### src/tif_pkg.sv
// Constants for the timer interrupt flag and prescaler sync block
package tif_pkg;
   // Register offsets
   localparam logic [7:0] TIF_ADDR_EVENT_FLAGS = 8'h16;
   localparam logic [7:0] TIF_ADDR_SYNC_CTRL   = 8'h23;
   localparam logic [7:0] TIF_ADDR_IRQ_MASK    = 8'h6f;
   // Bit positions shared by flag and mask registers
   localparam int TIF_BIT_OVERFLOW = 0;
   localparam int TIF_BIT_CMP_A    = 1;
   localparam int TIF_BIT_CMP_B    = 2;
   localparam int TIF_BIT_CAPTURE  = 5;
   // Sync control bit positions
   localparam int TIF_BIT_SHARED_PSR = 0;
   localparam int TIF_BIT_SYNC_HOLD  = 7;
   // Implemented bits and reset values
   localparam logic [7:0] TIF_FLAG_MASK   = 8'h27;
   localparam logic [7:0] TIF_FLAG_RESET  = 8'h00;
   localparam logic [7:0] TIF_MASK_RESET  = 8'h00;
   localparam logic [7:0] TIF_SYNC_RESET  = 8'h00;
   // Waveform modes using the capture register as top
   localparam logic [3:0] TIF_WGM_PWM_CAP_TOP = 4'h8;
   localparam logic [3:0] TIF_WGM_CTC_CAP_TOP = 4'hc;
   localparam logic [3:0] TIF_WGM_FPWM_CAP_TOP = 4'he;
   localparam logic [3:0] TIF_WGM_PFC_CAP_TOP = 4'ha;
   // Interrupt source index
   localparam int TIF_SRC_OVERFLOW = 0;
   localparam int TIF_SRC_CMP_A    = 1;
   localparam int TIF_SRC_CMP_B    = 2;
   localparam int TIF_SRC_CAPTURE  = 3;
   localparam int TIF_NUM_SRC      = 4;
endpackage

### src/tif_timer_irq.sv
// Timer event flags, interrupt requests and shared prescaler reset control
//
// Contract
// - Compare-A request needs enable, global flag, flag.
// - Overflow request needs enable, global flag, flag.
// - Capture bit5, compare-B bit2 gated, global qualified.
// - Flags at bits 5,2,1,0; rest read zero.
// - Capture pin event sets capture flag outside capture-top modes.
// - Capture-top mode: top reached sets capture flag.
// - Capture flag cleared by vector or one-write.
// - Compare-B flag set tick after match.
// - Forced compare-B strobe leaves flag alone.
// - Compare-B flag cleared by vector or one-write.
// - Compare-A flag set tick after match.
// - Forced compare-A strobe leaves flag alone.
// - Compare-A flag cleared by vector or one-write.
// - Overflow flag set on counter overflow.
// - Overflow flag cleared by vector or one-write.
// - Sync hold keeps prescaler reset bits asserted.
// - Clearing sync hold clears prescaler resets together.
// - Prescaler reset self-clears unless sync hold.
//
// The plain strobed port was chosen for this implementation.
`timescale 1ns/1ns
module tif_timer_irq
   import tif_pkg::*;
(
   // Clock and reset
   input  wire logic                         clk_sys,
   input  wire logic                         rstn,
   // Register port
   input  wire logic [7:0]                   regAddr,
   input  wire logic [7:0]                   regWdata,
   input  wire logic                         regWrite,
   input  wire logic                         regRead,
   output logic      [7:0]                   regRdata,
   // Counter datapath events, same clock
   input  wire logic                         timerTick,
   input  wire logic                         cmpAMatch,
   input  wire logic                         cmpBMatch,
   input  wire logic                         overflowEvent,
   input  wire logic                         topReached,
   input  wire logic [3:0]                   waveformModeSel,
   // Capture pin, asynchronous
   input  wire logic                         captureInputPin,
   // Core interrupt logic
   input  wire logic                         globalIrqEnable,
   input  wire logic [tif_pkg::TIF_NUM_SRC-1:0] irqAck,
   output logic      [tif_pkg::TIF_NUM_SRC-1:0] irqRequest,
   // Prescaler control
   output logic                              sharedPrescalerReset
);
   import tif_pkg::*;

   // Capture pin synchroniser and edge detect
   logic capSync1;
   logic capSync2;
   logic capPrev;
   logic next_capSync1;
   logic next_capSync2;
   logic next_capPrev;

   always_comb begin
      next_capSync1 = captureInputPin;
      next_capSync2 = capSync1;
      next_capPrev  = capSync2;
   end

   always_ff @(posedge clk_sys) begin
      if (!rstn) begin
         capSync1 <= 1'b0;
         capSync2 <= 1'b0;
         capPrev  <= 1'b0;
      end else begin
         capSync1 <= next_capSync1;
         capSync2 <= next_capSync2;
         capPrev  <= next_capPrev;
      end
   end

   function automatic logic capIsTop(input logic [3:0] mode);
      capIsTop = (mode == TIF_WGM_PWM_CAP_TOP) || (mode == TIF_WGM_PFC_CAP_TOP) ||
                 (mode == TIF_WGM_CTC_CAP_TOP) || (mode == TIF_WGM_FPWM_CAP_TOP);
   endfunction

   logic capPinEdge;
   logic captureSet;
   assign capPinEdge = capSync2 & ~capPrev;
   // Pin events are ignored while the capture register defines top
   assign captureSet = capIsTop(waveformModeSel) ? (topReached & timerTick)
                                                 : capPinEdge;

   // Compare matches are seen on one timer tick and flagged on the next
   logic matchPendA;
   logic matchPendB;
   logic next_matchPendA;
   logic next_matchPendB;

   always_comb begin
      next_matchPendA = matchPendA;
      next_matchPendB = matchPendB;
      if (timerTick) begin
         next_matchPendA = cmpAMatch;
         next_matchPendB = cmpBMatch;
      end
   end

   always_ff @(posedge clk_sys) begin
      if (!rstn) begin
         matchPendA <= 1'b0;
         matchPendB <= 1'b0;
      end else begin
         matchPendA <= next_matchPendA;
         matchPendB <= next_matchPendB;
      end
   end

   // Forced compare strobes never reach this block, so they set nothing
   logic cmpASet;
   logic cmpBSet;
   assign cmpASet = timerTick & matchPendA;
   assign cmpBSet = timerTick & matchPendB;

   // Flags, mask and sync control registers
   logic [7:0] eventFlags;
   logic [7:0] irqMask;
   logic       syncHold;
   logic       sharedPsr;
   logic [7:0] next_eventFlags;
   logic [7:0] next_irqMask;
   logic       next_syncHold;
   logic       next_sharedPsr;
   logic [7:0] setVec;
   logic [7:0] clrVec;
   logic       wrFlags;
   logic       wrSync;

   assign wrFlags = regWrite && (regAddr == TIF_ADDR_EVENT_FLAGS);
   assign wrSync  = regWrite && (regAddr == TIF_ADDR_SYNC_CTRL);

   always_comb begin
      setVec = 8'h00;
      setVec[TIF_BIT_CAPTURE]  = captureSet;
      setVec[TIF_BIT_CMP_B]    = cmpBSet;
      setVec[TIF_BIT_CMP_A]    = cmpASet;
      setVec[TIF_BIT_OVERFLOW] = overflowEvent;
      clrVec = wrFlags ? regWdata : 8'h00;
      clrVec[TIF_BIT_CAPTURE]  = clrVec[TIF_BIT_CAPTURE]  | irqAck[TIF_SRC_CAPTURE];
      clrVec[TIF_BIT_CMP_B]    = clrVec[TIF_BIT_CMP_B]    | irqAck[TIF_SRC_CMP_B];
      clrVec[TIF_BIT_CMP_A]    = clrVec[TIF_BIT_CMP_A]    | irqAck[TIF_SRC_CMP_A];
      clrVec[TIF_BIT_OVERFLOW] = clrVec[TIF_BIT_OVERFLOW] | irqAck[TIF_SRC_OVERFLOW];
      // Set wins so an event in the clearing cycle is kept
      next_eventFlags = ((eventFlags & ~clrVec) | setVec) & TIF_FLAG_MASK;
      next_irqMask = irqMask;
      if (regWrite && (regAddr == TIF_ADDR_IRQ_MASK)) begin
         next_irqMask = regWdata & TIF_FLAG_MASK;
      end
      next_syncHold  = syncHold;
      next_sharedPsr = sharedPsr;
      if (wrSync) begin
         next_syncHold  = regWdata[TIF_BIT_SYNC_HOLD];
         next_sharedPsr = regWdata[TIF_BIT_SHARED_PSR];
         if (!regWdata[TIF_BIT_SYNC_HOLD]) begin
            // One reset cycle if not held; releasing a hold ends it at once, then all timers run together
            next_sharedPsr = regWdata[TIF_BIT_SHARED_PSR] & ~syncHold;
         end
      end else if (!syncHold) begin
         next_sharedPsr = 1'b0;
      end                         // else held
   end

   always_ff @(posedge clk_sys) begin
      if (!rstn) begin
         eventFlags <= TIF_FLAG_RESET;
         irqMask    <= TIF_MASK_RESET;
         syncHold   <= TIF_SYNC_RESET[TIF_BIT_SYNC_HOLD];
         sharedPsr  <= TIF_SYNC_RESET[TIF_BIT_SHARED_PSR];
      end else begin
         eventFlags <= next_eventFlags;
         irqMask    <= next_irqMask;
         syncHold   <= next_syncHold;
         sharedPsr  <= next_sharedPsr;
      end
   end

   assign sharedPrescalerReset = sharedPsr;

   // Interrupt requests, registered from the next flag and mask values
   logic [TIF_NUM_SRC-1:0] next_irqRequest;
   logic [TIF_NUM_SRC-1:0] gatedVec;

   always_comb begin
      gatedVec = '0;
      gatedVec[TIF_SRC_OVERFLOW] = next_eventFlags[TIF_BIT_OVERFLOW]
                                   & next_irqMask[TIF_BIT_OVERFLOW];
      gatedVec[TIF_SRC_CMP_A]    = next_eventFlags[TIF_BIT_CMP_A]
                                   & next_irqMask[TIF_BIT_CMP_A];
      gatedVec[TIF_SRC_CMP_B]    = next_eventFlags[TIF_BIT_CMP_B]
                                   & next_irqMask[TIF_BIT_CMP_B];
      gatedVec[TIF_SRC_CAPTURE]  = next_eventFlags[TIF_BIT_CAPTURE]
                                   & next_irqMask[TIF_BIT_CAPTURE];
      next_irqRequest = globalIrqEnable ? gatedVec : '0;
   end

   always_ff @(posedge clk_sys) begin
      if (!rstn) begin
         irqRequest <= '0;
      end else begin
         irqRequest <= next_irqRequest;
      end
   end

   // Read port, data one cycle after the strobe
   logic [7:0] next_regRdata;

   always_comb begin
      next_regRdata = 8'h00;
      if (regRead) begin
         case (regAddr)
            TIF_ADDR_EVENT_FLAGS: next_regRdata = eventFlags & TIF_FLAG_MASK;
            TIF_ADDR_IRQ_MASK:    next_regRdata = irqMask;
            TIF_ADDR_SYNC_CTRL: begin
               next_regRdata[TIF_BIT_SYNC_HOLD]  = syncHold;
               next_regRdata[TIF_BIT_SHARED_PSR] = sharedPsr;
            end
            default:              next_regRdata = 8'h00;
         endcase
      end
   end

   always_ff @(posedge clk_sys) begin
      if (!rstn) begin
         regRdata <= 8'h00;
      end else begin
         regRdata <= next_regRdata;
      end
   end
endmodule // tif_timer_irq

### config.mk
export PLATFORM = sky130hd
export DESIGN_NAME = tif_timer_irq
export DESIGN_NICKNAME = d
export VERILOG_FILES = /design/src/tif_pkg.sv /design/src/tif_timer_irq.sv
export SDC_FILE = /design/constraint.sdc
export NUM_CORES = 1
export LEC_CHECK = 0
export BUFFER_PORTS_ARGS = -buffer_cell sky130_fd_sc_hd__buf_2
export CORE_UTILIZATION = 39
export DETAILED_ROUTE_END_ITERATION = 10
export GPL_TIMING_DRIVEN = 0
export PLACE_DENSITY_LB_ADDON = 0.08
export SETUP_SLACK_MARGIN = 0.02
export SLEW_MARGIN = 10
export SYNTH_ARGS = -nofsm -noshare
export SYNTH_HDL_FRONTEND = slang
export SYNTH_SLANG_ARGS = --single-unit
### constraint.sdc
create_clock -name clk_sys -period 1.35 [get_ports clk_sys]
set_input_delay 0.27 -clock clk_sys [delete_from_list [all_inputs] [get_ports clk_sys]]
set_output_delay 0.27 -clock clk_sys [all_outputs]
set_load 0.005 [all_outputs]
* After elaboration in Yosys (flattened, before gate mapping)
Cells that the tools add are included.
Storage, ports and cells: flip-flop bits (word level) 27, input port bits 35, word-level logic and storage cells 55, output and inout port bits 13
Operators by class: equal/unequal tests 8, muxes and demuxes 8, reduce and logical (&&, ||, !) cells 9, bitwise operators 18
Operators by type and width (count):
- $eq A4 B4 Y1 const B | 4
- $mux W6 | 2
- $pmux W5 S2 | 1
- $and A1 B1 Y1 | 9
- $eq A8 B5 Y1 const B | 1
- $eq A8 B6 Y1 const B | 1
- $eq A8 B7 Y1 const B | 1
- $and A6 B6 Y6 | 1
- $not A6 Y6 | 1
- $or A6 B6 Y6 | 1
- $mux W1 | 4
- $or A1 B1 Y1 | 4
- $reduce_and A2 Y1 | 2
- $logic_and A1 B1 Y1 | 3
- $logic_or A1 B1 Y1 | 3
- $pmux W1 S3 | 1
- $reduce_and A3 Y1 | 1
- $ne A2 B1 Y1 const B | 1
- $not A1 Y1 | 2

* Longest topological paths before layout
word-level depth 8, mapped depth 5

* Worst setup path before layout
Ideal clock, no wire load.
path type input to register, start in regAddr[7], end reg syncHold, arrival 1.330 ns, slack -0.096 ns, cell stages on the path 4, path through or3_1 > or4_4 > mux2i_1 > nor2b_1
Between the ends: word-level cells in the longest chain between the ends 2
RTL lines:
- from (decl) | line tif_timer_irq.sv:32 | input wire logic [7:0] regAddr,
- $eq A8 B6 Y1 | line tif_timer_irq.sv:139 | assign wrSync = regWrite && (regAddr == TIF_ADDR_SYNC_CTRL);
- $logic_and A1 B1 Y1 | line tif_timer_irq.sv:139
- to (signal assigned) | line tif_timer_irq.sv:176 | syncHold <= TIF_SYNC_RESET[TIF_BIT_SYNC_HOLD];
- to (signal assigned) | line tif_timer_irq.sv:181 | syncHold <= next_syncHold;
- to (decl) | line tif_timer_irq.sv:127 | logic syncHold;
No other way between the ends. A chain may end at the register's enable or synchronous reset.

* Worst setup path in the final report
Same ends and word-level chain as after synthesis.

==> flow_metrics.tcl <==
set metrics [dict create \
    fin_crit_ps 1290 \
    layout_setup_ws_ps 62.7 \
    die_area_mm2 0.00267 \
    worst_r2r_path_depth 4 \
    route.detailed.wl_per_inst_um 12.1 \
    vias_per_cell 4.93 \
    yosys_warnings 0 \
    slew_violations 0 \
    cp.arrival_ps 1510 \
    use_met1_pct 21.0 \
    drtAntennaViolNets 0 \
    numCtsBuffers 3 \
    gp_congestion 0.818 \
    cts-hold-fix-buffers 0 \
    min_to "capSync1$_SDFF_PN0_" \
    post-place-ws_ps -279 \
    initial_utilization_pct 42.3 \
    synth_most_common_cell "dfxtp_1" \
    antenna_found_initial 0 \
    globalRouteOverflowTotal 0 \
    fin_hold_ws_ps 152 \
    peakVddDrop_v 0.000931 \
    clock_path_buffers 2 \
    drc 0 \
    use_met2_pct 31.4 \
    cellLeakagePower_nw 0.573 \
    die_w_um 51.7 \
    clock.fmax_mhz 777 \
    hold_viol 0 \
    grt_pass1_wl_um 3460 \
    synth.distinct_cells 32 \
    grt_pass1_vias 806 \
    async_reset_ff_share_pct 0 \
    r2r-start "eventFlags[5]$_SDFF_PN0_" \
    cp-end-kind "register" \
    yosysTopAreaCell "dfxtp_1" \
    grt_use_met3_pct 5.26 \
    coreArea_mm2 0.00228 \
    r2r_end "irqRequest[3]$_SDFF_PN0_" \
    ios 48 \
    die_y_um 51.7 \
    min_path_type "input port to register" \
    fin_skew_ps 5.64 \
    drt_wl_total_um 2060 \
    port_buffers 39 \
    min_from "captureInputPin" \
    ys_top_cells_by_count "dfxtp_1 (24), nor2b_1 (10), mux2i_1 (7), inv_1 (5), nor2_1 (5)" \
    final_util_pct 55.9 \
    ys_seq_area_share_pct 49.9 \
    synth_top_area_share_pct 49.9 \
    path_class "input port to register" \
    period_share_pct 95.4 \
    std_cell_rows 17 \
    via_count 838 \
    rsz0062_at_grt "yes" \
    syn-cell-area_um2 962 \
    power_switching_share_pct 20.0 \
    crit_fanout 3 \
    worstSetupStartpointType "input port" \
    p_int_mw 1.08 \
    p_per_area_mw_per_mm2 1060 \
    cap_violations 0 \
    layout.cells.non_filler 170 \
    clkLatencyLatePin_ps 310 \
    area_growth_pct 32.1 \
    placedCellCount 165 \
    htree_levels 1 \
    synth_top_flop_cell "dfxtp_1" \
    avgSynthCellArea_um2 10.0 \
    power.share.clock_pct 37.9 \
    drtIter0Drc 12 \
    holdPathStages 2 \
    seqPwrFrac_pct 53.7 \
    status "finished clean" \
    synth_edf_count 0 \
    regToRegSetupSlack_ps 350 \
    clock-root-buffer "clkbuf_4" \
    p_switching_uw 271 \
    grt_max_degree 15 \
    dr.pass1.iters 4 \
    clock-sinks 24 \
    setup_viol 0 \
    clk_pin_slew_ps 130 \
    yosys_register_bits 24 \
    cp.required_ps 1570 \
    nNetsFinal 178 \
    syn_inst 96 \
    tritoncts "built" \
    synth_area_leaders "dfxtp_1 (50%), mux2i_1 (7.3%), nor2b_1 (6.5%)" \
    track_usage_pct 18.0 \
    busiest_layer "met2" \
    drive_above_1_share_pct 37.3 \
    diodes 0 \
    dp_hpwl_um 1620 \
    combinationalPowerShare_pct 8.4 \
]
[power by group through the flow]
stage	Combinational [mW]	Sequential, mW	Clock (mW)
finish	0.113	0.727	0.512
global route	0.128	0.729	0.556
CTS	0.111	0.727	0.530
detailed placement	0.110	0.743	0
global placement	0.107	0.742	0
floorplan	0.0470	0.741	0
[placed cells by master (no fill, tap or decap), types with 2 or more instances in the layout]
| master | Yosys | routed |
|---|---|---|
| dfxtp_1 | 24 | 24 |
| buf_2 | 1 | 40 |
| a21boi_0 | 3 | 3 |
| a211oi_1 | 2 | 2 |
| a22oi_1 | 3 | 3 |
| clkbuf_4 | 0 | 3 |
| or3_1 | 2 | 2 |
| conb_1 | 1 | 3 |
| nor2_1 | 5 | 5 |
| and2_1 | 3 | 3 |
| nand4b_1 | 2 | 2 |
| buf_4 | 3 | 4 |
| mux2i_1 | 7 | 6 |
| inv_1 | 5 | 5 |
| nand2_1 | 4 | 4 |
| a311o_1 | 2 | 2 |
| nor3_1 | 3 | 3 |
| nor2b_1 | 10 | 10 |
[state kept, by name, indices dropped and copies added (netlist names)]
name,flops
capPrev,1
capSync1,1
capSync2,1
eventFlags,4
irqMask,4
irqRequest,4
matchPendA,1
matchPendB,1
regRdata,5
sharedPrescalerReset,1
syncHold,1
[metrics by stage]
stage / setup TNS [ps] / area [µm²] / power [mW]
after global routing: 0 / 1270 / 1.41
after detailed placement: -3980 / 1200 / 0.852
after floorplan: -159 / 971 / 0.788
final: 0 / 1270 / 1.35
after global placement: -3810 / 1200 / 0.849
after CTS: 0 / 1250 / 1.37
[worst max path at each step]
stage | from | to | slack, ps | depth (start not counted)
floorplan | regAddr[7] | syncHold$_SDFFE_PN0P_ | -100 | 4
global placement | regAddr[0] | irqRequest[3]$_SDFF_PN0_ | -290 | 5
global route | regAddr[7] | sharedPrescalerReset$_SDFFE_PN0P_ | 10 | 5
CTS | regAddr[0] | eventFlags[2]$_SDFF_PN0_ | 50 | 6
finish | regAddr[7] | syncHold$_SDFFE_PN0P_ | 60 | 5
detailed placement | regAddr[0] | eventFlags[2]$_SDFF_PN0_ | -280 | 6
[final cells by class]
class / instances / area (µm²)
Buffer: 6 / 36.3
Clock buffer: 3 / 22.5
Clock inverter: 1 / 30.0
Fill cell: 213 / 1000
Inverter: 5 / 18.8
Multi-Input combinational cell: 63 / 445
Sequential cell: 24 / 480
Tap cell: 28 / 35.0
Timing Repair Buffer: 40 / 203
[routing by layer]
layer	up-vias	part of all wire (%)
met5	-	0
met1	380	44
met4	0	1.4
met2	25	50
li1	429	-
met3	4	4.6
[critical path, stage by stage]
cell and delay (ps):
buf_2 110, or3_1 400, or4_4 510, mux2i_1 160, nor2b_1 60
[cell families (layout without fill, tap and decap cells)]
kind of cell | count (synthesis) | count (layout) | synth area share (%)
and+or+nand+nor | 38 | 38 | 24.1
other | 1 | 3 | 0.390
muxes | 7 | 7 | 7.28
DFF | 24 | 24 | 49.9
buffers and inverters | 11 | 55 | 5.59
AOI/OAI and AO/OA | 15 | 15 | 12.7
[repair_timing]
action / 4_1_cts / 5_1_grt
endpoints found under the setup margin: 0 / 6
buffers inserted: 0 / 1
resized for setup: 0 / 2
hold endpoints to repair: 0 / 0
Power figures use the tool's default switching activity.
